### src/rtl/rfc_pkg.sv
// Shared constants and types of the radio frequency configuration bank.
// Assumes an AXI4-Lite master on core_clk with 32-bit data.
package rfc_pkg;

   localparam int ADDR_W = 20;
   localparam int DATA_W = 32;
   localparam int IDX_W  = ADDR_W - 2;

   // Register indices; the byte address is four times the index.
   localparam logic [IDX_W-1:0] IDX_NODE_ADDR   = 18'h0DF05;
   localparam logic [IDX_W-1:0] IDX_CHANNEL     = 18'h0DF06;
   localparam logic [IDX_W-1:0] IDX_IF_CTRL     = 18'h0DF07;
   localparam logic [IDX_W-1:0] IDX_OFFSET_CTRL = 18'h0DF08;
   localparam logic [IDX_W-1:0] IDX_BASE_WORD_A_HIGH   = 18'h0DF09;
   localparam logic [IDX_W-1:0] IDX_BASE_WORD_A_MIDDLE = 18'h0DF0A;
   localparam logic [IDX_W-1:0] IDX_BASE_WORD_A_LOW    = 18'h0DF0B;
   localparam logic [IDX_W-1:0] IDX_MODEM_CFG   = 18'h0DF0C;
   localparam logic [IDX_W-1:0] IDX_SYM_MANT    = 18'h0DF0D;
   localparam logic [IDX_W-1:0] IDX_FILT_CTRL   = 18'h0DF10;
   localparam logic [IDX_W-1:0] IDX_STROBE      = 18'h0DF11;
   localparam logic [1:0]       ADDR_ALIGN      = 2'h0;

   localparam logic [7:0] RST_NODE_ADDR = 8'h00;
   localparam logic [7:0] RST_CHANNEL   = 8'h00;
   localparam logic [4:0] RST_IF_BASE_WORD_A   = 5'h0F;
   localparam logic [7:0] RST_OFFSET    = 8'h00;
   localparam logic [5:0] RST_BASE_WORD_A_HIGH = 6'h1E;
   localparam logic [7:0] RST_BASE_WORD_A_MID  = 8'hC4;
   localparam logic [7:0] RST_BASE_WORD_A_LOW  = 8'hEC;
   localparam logic [1:0] RST_BW_EXP    = 2'h2;
   localparam logic [1:0] RST_BW_MANT   = 2'h0;
   localparam logic [3:0] RST_SYM_EXP   = 4'hC;
   localparam logic [7:0] RST_SYM_MANT  = 8'h22;
   localparam logic [1:0] BASE_WORD_A_TOP_BITS = 2'h1;
   localparam logic       HIDDEN_ONE    = 1'h1;
   localparam logic [7:0] BCAST_ZERO    = 8'h00;
   localparam logic [7:0] BCAST_ONES    = 8'hFF;
   localparam int         STROBE_BIT    = 0;
   // Offset steps are 4 base-word steps, IF steps are 64.
   localparam int         OFFSET_SHIFT  = 2;
   localparam int         IF_SHIFT      = 6;

   localparam logic [1:0] RESP_OKAY   = 2'h0;
   localparam logic [1:0] RESP_SLVERR = 2'h2;

   typedef enum logic [1:0] {
      FILT_NONE    = 2'h0,
      FILT_EXACT   = 2'h1,
      FILT_ZERO_BC = 2'h2,
      FILT_BOTH_BC = 2'h3
   } rfc_filt_mode_t;

   typedef enum logic [1:0] {
      WR_IDLE = 2'b01,
      WR_RESP = 2'b10
   } rfc_wr_state_t;

   typedef struct packed {
      logic [1:0] bw_exp;
      logic [1:0] bw_mant;
      logic [3:0] sym_exp;
   } rfc_modem_cfg_t;

   localparam rfc_modem_cfg_t RST_MODEM = '{
      bw_exp: RST_BW_EXP, bw_mant: RST_BW_MANT, sym_exp: RST_SYM_EXP};

   typedef struct packed {
      logic              awvalid;
      logic [ADDR_W-1:0] awaddr;
      logic [2:0]        awprot;
      logic              wvalid;
      logic [DATA_W-1:0] wdata;
      logic [3:0]        wstrb;
      logic              bready;
      logic              arvalid;
      logic [ADDR_W-1:0] araddr;
      logic [2:0]        arprot;
      logic              rready;
   } rfc_axi_req_t;

   typedef struct packed {
      logic              awready;
      logic              wready;
      logic              bvalid;
      logic [1:0]        bresp;
      logic              arready;
      logic              rvalid;
      logic [DATA_W-1:0] rdata;
      logic [1:0]        rresp;
   } rfc_axi_rsp_t;

   typedef struct packed {
      logic [7:0]        node_addr;
      logic [7:0]        channel;
      logic [4:0]        if_base_word_a;
      logic [7:0]        offset;
      logic [5:0]        base_word_a_high;
      logic [7:0]        base_word_a_mid;
      logic [7:0]        base_word_a_low;
      rfc_modem_cfg_t    modem;
      logic [7:0]        sym_mant;
      rfc_filt_mode_t    filt_mode;
      rfc_wr_state_t     wr_state;
      logic              aw_have;
      logic [ADDR_W-1:0] aw_addr;
      logic              w_have;
      logic [DATA_W-1:0] w_data;
      logic [3:0]        w_strb;
      logic [1:0]        bresp;
      logic              rvalid;
      logic [DATA_W-1:0] rdata;
      logic [1:0]        rresp;
      logic              accept;
      logic              accept_valid;
      logic [23:0]       synth_word;
   } rfc_state_t;

   localparam rfc_state_t RST_STATE = '{
      node_addr: RST_NODE_ADDR, channel: RST_CHANNEL, if_base_word_a: RST_IF_BASE_WORD_A,
      offset: RST_OFFSET, base_word_a_high: RST_BASE_WORD_A_HIGH, base_word_a_mid: RST_BASE_WORD_A_MID,
      base_word_a_low: RST_BASE_WORD_A_LOW, modem: RST_MODEM, sym_mant: RST_SYM_MANT,
      filt_mode: FILT_NONE, wr_state: WR_IDLE, aw_have: 1'h0,
      aw_addr: '0, w_have: 1'h0, w_data: '0, w_strb: 4'h0,
      bresp: RESP_OKAY, rvalid: 1'h0, rdata: '0, rresp: RESP_OKAY,
      accept: 1'h0, accept_valid: 1'h0, synth_word: 24'h000000};

endpackage

### src/rtl/rfc_regs.sv
// Frequency and modem configuration registers with address filtering.
// Assumes an AXI4-Lite master, and that the estimate, correction and
// packet inputs come from logic on core_clk.
//
// What this block does
// - Hold an 8-bit node address, reset zero, compared against packets.
// - Channel number unsigned, times channel spacing, added to base word.
// - Five-bit IF field, reset 01111, subtracted from base in receive only.
// - Offset register is two's complement, added to base, reset zero.
// - Correction strobe or automatic correction adds estimate into offset.
// - Top two bits of the frequency word are read-only and read 01.
// - Base word assembled from high, middle, low bytes; resets 1E, C4, EC.
// - Bandwidth exponent resets 10, mantissa resets 00; set decimation.
// - Symbol-rate exponent is bits 3 to 0, reset 1100.
// - Symbol-rate mantissa gains a hidden leading one above eight bits.
// - Filter mode: none, exact, zero broadcast, zero and ones broadcast.
//
// Decided for this implementation: register access over AXI4-Lite.
module rfc_regs (
   input  wire logic                 core_clk,
   input  wire logic                 rst,
   input  wire rfc_pkg::rfc_axi_req_t axi_req,
   output rfc_pkg::rfc_axi_rsp_t     axi_rsp,
   input  wire logic                 pkt_addr_valid,
   input  wire logic [7:0]           pkt_addr,
   input  wire logic                 rx_active,
   input  wire logic                 afc_run,
   input  wire logic [7:0]           base_word_a_estimate_value,
   input  wire logic [15:0]          channel_index_spacing,
   output logic                      addr_accept,
   output logic                      addr_accept_valid,
   output logic [7:0]                node_address,
   output logic [7:0]                channel_index,
   output logic [4:0]                if_base_word_a_setting,
   output logic [7:0]                base_word_a_offset_value,
   output logic [23:0]               base_word_a,
   output logic [23:0]               synth_base_word_a_word,
   output logic [1:0]                bandwidth_exponent,
   output logic [1:0]                bandwidth_mantissa,
   output logic [3:0]                symrate_exponent,
   output logic [8:0]                symrate_mantissa,
   output logic [1:0]                addr_filter_mode
);

   rfc_pkg::rfc_state_t cur;
   rfc_pkg::rfc_state_t nxt;

   logic                         aw_fire;
   logic                         w_fire;
   logic                         ar_fire;
   logic                         wr_go;
   logic [rfc_pkg::ADDR_W-1:0]   wr_addr;
   logic [rfc_pkg::DATA_W-1:0]   wr_data;
   logic [3:0]                   wr_strb;
   logic                         wr_en;
   logic [rfc_pkg::IDX_W-1:0]    wr_idx;
   logic                         strobe_hit;
   logic                         acc_go;

   function automatic logic [rfc_pkg::IDX_W-1:0] idx_of(
      input logic [rfc_pkg::ADDR_W-1:0] a);
      idx_of = a[rfc_pkg::ADDR_W-1:2];
   endfunction

   function automatic logic mapped(input logic [rfc_pkg::ADDR_W-1:0] a);
      logic [rfc_pkg::IDX_W-1:0] i;
      i = idx_of(a);
      mapped = (a[1:0] == rfc_pkg::ADDR_ALIGN) &&
               (i == rfc_pkg::IDX_NODE_ADDR   || i == rfc_pkg::IDX_CHANNEL ||
                i == rfc_pkg::IDX_IF_CTRL     ||
                i == rfc_pkg::IDX_OFFSET_CTRL ||
                i == rfc_pkg::IDX_BASE_WORD_A_HIGH   ||
                i == rfc_pkg::IDX_BASE_WORD_A_MIDDLE ||
                i == rfc_pkg::IDX_BASE_WORD_A_LOW    ||
                i == rfc_pkg::IDX_MODEM_CFG   ||
                i == rfc_pkg::IDX_SYM_MANT    ||
                i == rfc_pkg::IDX_FILT_CTRL   || i == rfc_pkg::IDX_STROBE);
   endfunction

   function automatic logic [7:0] read_byte(input rfc_pkg::rfc_state_t s,
                                            input logic [rfc_pkg::IDX_W-1:0] i);
      read_byte = 8'h00;
      if (i == rfc_pkg::IDX_NODE_ADDR) begin
         read_byte = s.node_addr;
      end else if (i == rfc_pkg::IDX_CHANNEL) begin
         read_byte = s.channel;
      end else if (i == rfc_pkg::IDX_IF_CTRL) begin
         read_byte = {3'h0, s.if_base_word_a};
      end else if (i == rfc_pkg::IDX_OFFSET_CTRL) begin
         read_byte = s.offset;
      end else if (i == rfc_pkg::IDX_BASE_WORD_A_HIGH) begin
         read_byte = {rfc_pkg::BASE_WORD_A_TOP_BITS, s.base_word_a_high};
      end else if (i == rfc_pkg::IDX_BASE_WORD_A_MIDDLE) begin
         read_byte = s.base_word_a_mid;
      end else if (i == rfc_pkg::IDX_BASE_WORD_A_LOW) begin
         read_byte = s.base_word_a_low;
      end else if (i == rfc_pkg::IDX_MODEM_CFG) begin
         read_byte = s.modem;
      end else if (i == rfc_pkg::IDX_SYM_MANT) begin
         read_byte = s.sym_mant;
      end else if (i == rfc_pkg::IDX_FILT_CTRL) begin
         read_byte = {6'h00, s.filt_mode};
      end
   endfunction

   function automatic logic filter_ok(input rfc_pkg::rfc_filt_mode_t m,
                                      input logic [7:0] node,
                                      input logic [7:0] a);
      logic zero_bc;
      logic ones_bc;
      zero_bc = (a == rfc_pkg::BCAST_ZERO);
      ones_bc = (a == rfc_pkg::BCAST_ONES);
      unique case (m)
         rfc_pkg::FILT_NONE:    filter_ok = 1'b1;
         rfc_pkg::FILT_EXACT:   filter_ok = (a == node);
         rfc_pkg::FILT_ZERO_BC: filter_ok = (a == node) || zero_bc;
         rfc_pkg::FILT_BOTH_BC: filter_ok = (a == node) || zero_bc || ones_bc;
      endcase
   endfunction

   // Base plus channel times spacing, plus offset, minus IF in receive.
   function automatic logic [23:0] synth_of(input rfc_pkg::rfc_state_t s,
                                            input logic [15:0] spacing,
                                            input logic rx);
      logic [23:0] base;
      logic [23:0] channel_index_term;
      logic [23:0] off_term;
      logic [23:0] if_term;
      base      = {rfc_pkg::BASE_WORD_A_TOP_BITS, s.base_word_a_high, s.base_word_a_mid,
                   s.base_word_a_low};
      channel_index_term = 24'(s.channel) * 24'(spacing);
      // Sign-extended offset scaled to base steps.
      off_term  = 24'({{16{s.offset[7]}}, s.offset} << rfc_pkg::OFFSET_SHIFT);
      if_term   = rx ? 24'({19'h0, s.if_base_word_a} << rfc_pkg::IF_SHIFT) : 24'h0;
      synth_of  = 24'(base + channel_index_term + off_term - if_term);
   endfunction

   assign axi_rsp.awready = (cur.wr_state == rfc_pkg::WR_IDLE) && !cur.aw_have;
   assign axi_rsp.wready  = (cur.wr_state == rfc_pkg::WR_IDLE) && !cur.w_have;
   assign axi_rsp.bvalid  = (cur.wr_state == rfc_pkg::WR_RESP);
   assign axi_rsp.bresp   = cur.bresp;
   assign axi_rsp.arready = !cur.rvalid;
   assign axi_rsp.rvalid  = cur.rvalid;
   assign axi_rsp.rdata   = cur.rdata;
   assign axi_rsp.rresp   = cur.rresp;

   assign aw_fire = axi_req.awvalid && axi_rsp.awready;
   assign w_fire  = axi_req.wvalid && axi_rsp.wready;
   assign ar_fire = axi_req.arvalid && axi_rsp.arready;
   assign wr_addr = cur.aw_have ? cur.aw_addr : axi_req.awaddr;
   assign wr_data = cur.w_have ? cur.w_data : axi_req.wdata;
   assign wr_strb = cur.w_have ? cur.w_strb : axi_req.wstrb;
   assign wr_go   = (aw_fire || cur.aw_have) && (w_fire || cur.w_have);
   // Only byte lane 0 carries register data; other lanes are ignored.
   assign wr_en   = wr_go && wr_strb[0] && mapped(wr_addr);
   assign wr_idx  = idx_of(wr_addr);
   assign strobe_hit = wr_en && (wr_idx == rfc_pkg::IDX_STROBE) &&
                       wr_data[rfc_pkg::STROBE_BIT];
   // Software strobe or automatic run both accumulate.
   assign acc_go  = strobe_hit || afc_run;

   always_comb begin
      nxt = cur;
      if (aw_fire) begin
         nxt.aw_have = 1'b1;
         nxt.aw_addr = axi_req.awaddr;
      end
      if (w_fire) begin
         nxt.w_have = 1'b1;
         nxt.w_data = axi_req.wdata;
         nxt.w_strb = axi_req.wstrb;
      end
      if (wr_go) begin
         nxt.aw_have  = 1'b0;
         nxt.w_have   = 1'b0;
         nxt.wr_state = rfc_pkg::WR_RESP;
         nxt.bresp    = mapped(wr_addr) ? rfc_pkg::RESP_OKAY
                                        : rfc_pkg::RESP_SLVERR;
      end else if (cur.wr_state == rfc_pkg::WR_RESP && axi_req.bready) begin
         nxt.wr_state = rfc_pkg::WR_IDLE;
      end
      // Writable fields store the written value.
      if (wr_en) begin
         if (wr_idx == rfc_pkg::IDX_NODE_ADDR) begin
            nxt.node_addr = wr_data[7:0];
         end
         if (wr_idx == rfc_pkg::IDX_CHANNEL) begin
            nxt.channel = wr_data[7:0];
         end
         if (wr_idx == rfc_pkg::IDX_IF_CTRL) begin
            nxt.if_base_word_a = wr_data[4:0];
         end
         if (wr_idx == rfc_pkg::IDX_OFFSET_CTRL) begin
            nxt.offset = wr_data[7:0];
         end
         if (wr_idx == rfc_pkg::IDX_BASE_WORD_A_HIGH) begin
            nxt.base_word_a_high = wr_data[5:0];
         end
         if (wr_idx == rfc_pkg::IDX_BASE_WORD_A_MIDDLE) begin
            nxt.base_word_a_mid = wr_data[7:0];
         end
         if (wr_idx == rfc_pkg::IDX_BASE_WORD_A_LOW) begin
            nxt.base_word_a_low = wr_data[7:0];
         end
         if (wr_idx == rfc_pkg::IDX_MODEM_CFG) begin
            nxt.modem = rfc_pkg::rfc_modem_cfg_t'(wr_data[7:0]);
         end
         if (wr_idx == rfc_pkg::IDX_SYM_MANT) begin
            nxt.sym_mant = wr_data[7:0];
         end
         if (wr_idx == rfc_pkg::IDX_FILT_CTRL) begin
            nxt.filt_mode = rfc_pkg::rfc_filt_mode_t'(wr_data[1:0]);
         end
      end
      // Accumulate on top of any same-cycle offset write.
      // A write and a correction in one cycle both take effect, so
      // neither a software value nor an estimate is silently dropped.
      if (acc_go) begin
         nxt.offset = 8'(nxt.offset + base_word_a_estimate_value);
      end
      if (ar_fire) begin
         nxt.rvalid = 1'b1;
         nxt.rdata  = {24'h000000, read_byte(cur, idx_of(axi_req.araddr))};
         nxt.rresp  = mapped(axi_req.araddr) ? rfc_pkg::RESP_OKAY
                                             : rfc_pkg::RESP_SLVERR;
      end else if (cur.rvalid && axi_req.rready) begin
         nxt.rvalid = 1'b0;
      end
      // Filter decision one cycle after each packet address.
      nxt.accept_valid = pkt_addr_valid;
      nxt.accept       = pkt_addr_valid &&
                         filter_ok(cur.filt_mode, cur.node_addr, pkt_addr);
      nxt.synth_word   = synth_of(cur, channel_index_spacing, rx_active);
   end

   always_ff @(posedge core_clk or posedge rst) begin
      if (rst) begin
         cur <= rfc_pkg::RST_STATE;
      end else begin
         cur <= nxt;
      end
   end

   assign addr_accept        = cur.accept;
   assign addr_accept_valid  = cur.accept_valid;
   assign node_address       = cur.node_addr;
   assign channel_index      = cur.channel;
   assign if_base_word_a_setting    = cur.if_base_word_a;
   assign base_word_a_offset_value  = cur.offset;
   // Base word assembled from the three byte registers.
   assign base_word_a        = {rfc_pkg::BASE_WORD_A_TOP_BITS, cur.base_word_a_high,
                                cur.base_word_a_mid, cur.base_word_a_low};
   assign synth_base_word_a_word    = cur.synth_word;
   assign bandwidth_exponent = cur.modem.bw_exp;
   assign bandwidth_mantissa = cur.modem.bw_mant;
   assign symrate_exponent   = cur.modem.sym_exp;
   assign symrate_mantissa   = {rfc_pkg::HIDDEN_ONE, cur.sym_mant};
   assign addr_filter_mode   = cur.filt_mode;
endmodule

### config.mk
export PLATFORM = sky130hd
export DESIGN_NAME = rfc_regs
export DESIGN_NICKNAME = d
export VERILOG_FILES = /design/src/rtl/rfc_pkg.sv /design/src/rtl/rfc_regs.sv
export SDC_FILE = /design/constraint.sdc
export NUM_CORES = 1
export LEC_CHECK = 0
export ABC_AREA = 1
export BUFFER_PORTS_ARGS = -buffer_cell sky130_fd_sc_hd__buf_2
export CELL_PAD_IN_SITES_DETAIL_PLACEMENT = 0
export CELL_PAD_IN_SITES_GLOBAL_PLACEMENT = 2
export CORE_ASPECT_RATIO = 1.2
export CORE_MARGIN = 3
export CORE_UTILIZATION = 33
export DETAILED_ROUTE_END_ITERATION = 16
export GPL_ROUTABILITY_DRIVEN = 0
export PLACE_DENSITY_LB_ADDON = 0.1
export REMOVE_ABC_BUFFERS = 1
export SYNTH_ARGS = -nofsm -noshare
export SYNTH_HDL_FRONTEND = slang
export SYNTH_SLANG_ARGS = --single-unit
export TNS_END_PERCENT = 20
### constraint.sdc
create_clock -name core_clk -period 5.8 [get_ports core_clk]
set_clock_uncertainty 0.1 [all_clocks]
set_input_delay 0.29 -clock core_clk [delete_from_list [all_inputs] [get_ports core_clk]]
set_output_delay 0.29 -clock core_clk [all_outputs]
set_load 0.005 [all_outputs]
* Word-level counts from Yosys, hierarchy flattened
Index checks and enable logic that the tools add are counted.
** Storage, ports and cells
- Register bits after elaboration :: 168
- Bits in writable memories :: 0
- Latch bits :: 0
- Bits in read-only memories :: 0
- Memories :: 0
- Input bits :: 124
** Operators by class
- $add $sub $neg :: 4
- Bitwise logic cells :: 0
- Magnitude comparators :: 0
- Reduce and logical (&&, ||, !) cells :: 60
- Equality and inequality tests :: 29
- Divide/modulo/power cells :: 0
- Shift operators :: 0
- Mux-type cells :: 34
- Multipliers :: 1
** Operator list (number)
- $eq A18 B16 Y1 const B :: 22
- $mux W8 :: 16
- $mux W48 :: 1
- $mux W37 :: 1
- $logic_or A1 B1 Y1 :: 25
- $add A23 B24 Y24 :: 1
- $add A24 B24 Y24 :: 1
- $mul A8 B16 Y24 :: 1
- $sub A24 B11 Y24 :: 1
- $mux W21 :: 1
- $mux W20 :: 1
- $reduce_and A2 Y1 :: 9
- $logic_and A1 B1 Y1 :: 15
- $mux W2 :: 6
- $mux W11 :: 1
- $add A8 B8 Y8 :: 1
- $eq A8 B8 Y1 :: 1
- $eq A8 B8 Y1 const B :: 1
- $logic_not A8 Y1 :: 1
- $reduce_bool A2 Y1 :: 4
- $eq A2 B2 Y1 const B :: 3
- $logic_not A2 Y1 :: 3
- $mux W6 :: 1
- $mux W1 :: 5
- 3 further kinds :: 6

* Longest topological paths before layout
- Word-level depth :: 18
- Depth in mapped cells :: 28

* Worst setup path after synthesis
OpenSTA, ideal clock, no wires.
- Path type :: register to register
- Start :: register cur, in the netlist channel_index[0]
- End :: register cur, in the netlist synth_base_word_a_word[20]
- Library setup time :: 131 ps
- Path buffers :: 2
- Period minus slack after synthesis :: 5216 ps
- Path slack :: 584 ps
- Stages on the path, launching flop included :: 22
- Arrival :: 4985 ps
- Cells stage by stage :: dfrtp_1 > clkbuf_1 > clkbuf_1 > nand2_1 > fa_1 > inv_1 > fa_1 > fa_1 > fa_1 > fa_1 > ha_1 > nand2_1 > nand2_1 > a31oi_1 > inv_1 > nand3_1 > nand3_1 > nand2_1 > nand2_1 > a21boi_0 > o21ai_0 > xor2_1
** RTL lines
- from (decl) :: line rfc_regs.sv:45 : rfc_pkg::rfc_state_t cur;
- from (signal assigned) :: line rfc_regs.sv:238 : cur <= rfc_pkg::RST_STATE;
- from (signal assigned) :: line rfc_regs.sv:240 : cur <= nxt;

==> impl_metrics.tcl <==
set metrics [dict create \
    grtUsageTotal 0.1976 \
    worst_pin_slew_ns 0.9924 \
    synth_top_family_by_area "adder cells" \
    hold_viol 0 \
    antenna_found_initial 1 \
    drt_iter0_drc 362 \
    viasPerCell 4.471 \
    ir_drop_uv 259.0 \
    power.density_nw_per_um2 349.9 \
    cts.sinks 139 \
    max_freq_ghz 0.1845 \
    pin_count 263 \
    wl_per_cell_um 17.76 \
    synth-simple-area-share 0.1911 \
    synth-seq-area-share 0.2662 \
    final.setup.worst_slack_ns 0.3794 \
    p_leak_nw 8.064 \
    min_period_ns 5.421 \
    worstHoldPathType "in2reg" \
    syn_area_um2 13170 \
    drive_above_1_share 0.1886 \
    ys.flop_type "dfrtp_1" \
    clock_latency_ns 0.45 \
    synth_compound_area_frac 0.07830 \
    port_buffers 200 \
    synth_seq_cells 139 \
    critical-path-top-delay-family "adder cells" \
    h-tree-depth 4 \
    grt-ovfl-total 0 \
    grt_setup_unrepaired "false" \
    drc 0 \
    detailed_place_hpwl_um 32990 \
    cp_num_buf_inv 3 \
    grt_pass1_vias 10900 \
    post_dp_cell_area_um2 14010 \
    critPathRequiredTime_ns 6.04 \
    synth_cell_types 48 \
    synth_cells 1624 \
    core-area_um2 39040 \
    layout_commonest_cell "nand2_1" \
    syn2layout_area_growth_pct 13.13 \
    ys_warn_count 0 \
    diodes 0 \
    criticalPathCategory "reg2reg" \
    stdcell_area_um2 14900 \
    nNetsFinal 2073 \
    detail-route-antenna-nets 0 \
    setup_tns_ns 0 \
    path_clk_slew_ns 0.07 \
    cp-end-kind "flip-flop" \
    crit_slowest_cell "dfrtp_2" \
    report.final.slew_viol_count 0 \
    die_area_um2 42340 \
    post-place-ws_ns 0.1875 \
    clock-root-buffer "clkbuf_16" \
    tritoncts "yes" \
    die_height_um 224.8 \
    post_cts_buffers 0 \
    r2r_slack_ns 0.38 \
    synth-edff-count 0 \
    synthMuxAreaShare 0.004276 \
    relSlewSlack 0.3384 \
    cts_buffers 17 \
    synthAdderAreaFrac 0.2626 \
    slowest_delay_ns 0.56 \
    vias 10250 \
    power_mw 5.212 \
    die_x_um 188.4 \
    synth-xor-area-share 0.02461 \
    status "finished, final reports clean" \
    final_cell_mix "nand2_1 (422), inv_1 (273), buf_2 (200)" \
    grt_max_degree 78 \
    fin_crit_sh 0.9346 \
    ys_async_sr_fraction 1.000 \
    first_pass_iters 5 \
    setup_viol 0 \
    wirelength_um 40700 \
    rows 79 \
    cap_violations 0 \
    critPathLaunchType "flip-flop" \
    path_cells "buf_4 > nand2_1 > fa_1 > inv_1 > fa_1 > fa_1 > fa_1 > fa_1 > ha_1 > nand2_1 > nand2_1 > a31oi_1 > inv_1 > nand3_1 > nand3_1 > nand2_1 > nand2_1 > a21boi_0 > o21ai_0 > xor2_1" \
    syn_area_per_cell_um2 8.108 \
    clock_path_buffers 2 \
    cp_data_arrival_time_ns 5.66 \
    synth_top_cell_area_share 0.2223 \
    grt_pass1_wl_um 63070 \
    start_util 0.3373 \
    critPathMaxFanout 12 \
    synthTopCellsByArea "dfrtp_1 (22%), fa_1 (20%), nand2_1 (12%)" \
    yosysTopAreaCell "dfrtp_1" \
]
## routing by layer
metal	track usage	vias up	wire length, um	share of wire
met2	0.3585	213	20970	0.52
met1	0.2324	4887	16740	0.41
li1	-	5103	-	-
met3	0.04708	43	1928	0.047
met5	0	-	13	0.00032
met4	0.05888	2	1042	0.026
## what timing repair did
item,4_1_cts,5_1_grt
hold buffers,27,0
setup endpoints to repair,0,3
gates resized for setup,0,4
endpoints found under the hold margin,84,0
## flip-flops by register name, indices dropped and copies added (netlist names)
signal / cells
axi_rsp: 11
if_base_word_a_setting: 5
node_address: 8
bandwidth_mantissa: 2
symrate_exponent: 4
addr_accept_valid: 1
synth_base_word_a_word: 24
bandwidth_exponent: 2
base_word_a_offset_value: 8
symrate_mantissa: 8
channel_index: 8
addr_accept: 1
cur: 33
base_word_a: 22
addr_filter_mode: 2
## power by group
group	switching [mW]	leakage (nW)	internal (mW)
clock	0.508	0.289	0.666
sequential	0.151	1.72	1.22
combinational	1.54	6.06	1.13
total	2.20	8.06	3.01
## per-stage QoR
| step | util | std cells | hold slack, ns |
|---|---|---|---|
| floorplan | - | 1469 | 0.2214 |
| global placement | 0.3589 | 2233 | 0.3150 |
| detailed placement | 0.3589 | 2233 | 0.3179 |
| CTS | 0.3814 | 2292 | 0.006739 |
| global route | 0.3815 | 2292 | 0.03122 |
| finish | 0.3815 | 2292 | 0.03393 |
## cell usage after synthesis (3+ instances only)
| cell type | count |
|---|---|
| o21ai_2 | 5 |
| nor2_2 | 5 |
| a21oi_1 | 34 |
| mux2_2 | 5 |
| xor2_1 | 24 |
| clkinv_1 | 3 |
| o21ai_1 | 46 |
| inv_1 | 274 |
| nand2_2 | 3 |
| o21bai_1 | 3 |
| o211ai_1 | 6 |
| nand3_4 | 3 |
| nand4_1 | 23 |
| xnor2_1 | 13 |
| a211oi_1 | 3 |
| nor2_4 | 3 |
| dfrtp_1 | 117 |
| dfstp_2 | 22 |
| o21ai_0 | 74 |
| nor2_1 | 55 |
| ha_1 | 62 |
| buf_2 | 6 |
| fa_1 | 134 |
| nor3_1 | 19 |
| clkbuf_1 | 27 |
| nor4_1 | 7 |
| buf_1 | 14 |
| inv_2 | 5 |
| nand3_1 | 43 |
| nand2_1 | 422 |
| buf_4 | 133 |
| a31oi_1 | 5 |
## final cells by class
class	count	area (um2)
fill	4133	24150
multi-input combinational	1047	7495
sequential	139	3511
timing repair buffer	265	1556
inverter	283	1069
tap	526	658.1
clock buffer	19	452.9
clock inverter	13	155.1
## worst register-to-register path: cells and delay by family, from the launching register on
family / cells / cell delay [ns]
adders and majority gates: 6 / 2.84
AOI/OAI and AO/OA: 3 / 0.63
DFF: 1 / 0.56
and+or+nand+nor: 7 / 0.59
xor gates and xnor gates: 1 / 0.15
buffers and inverters: 3 / 0.44
## kinds of logic after synthesis
| kind of cell | Yosys count |
|---|---|
| fa+ha+maj | 196 |
| other cells | 2 |
| mux | 5 |
| xor+xnor | 37 |
| flops | 139 |
| simple gates | 592 |
| buf+inv | 465 |
| compound gates | 188 |
## path summary, 6_finish.rpt
path / from / to / cells after the start
setup / recovery: channel_index[0] / synth_base_word_a_word[20] / 20
hold / removal: axi_req[35] / cur[72] / 3
min in group asynchronous: rst / cur[122] / 3
hold reg to reg: axi_rsp[7] / axi_rsp[7] / 2
setup reg to reg: channel_index[0] / synth_base_word_a_word[20] / 20
max in group asynchronous: rst / channel_index[1] / 4
Power figures use the tool's default switching activity.
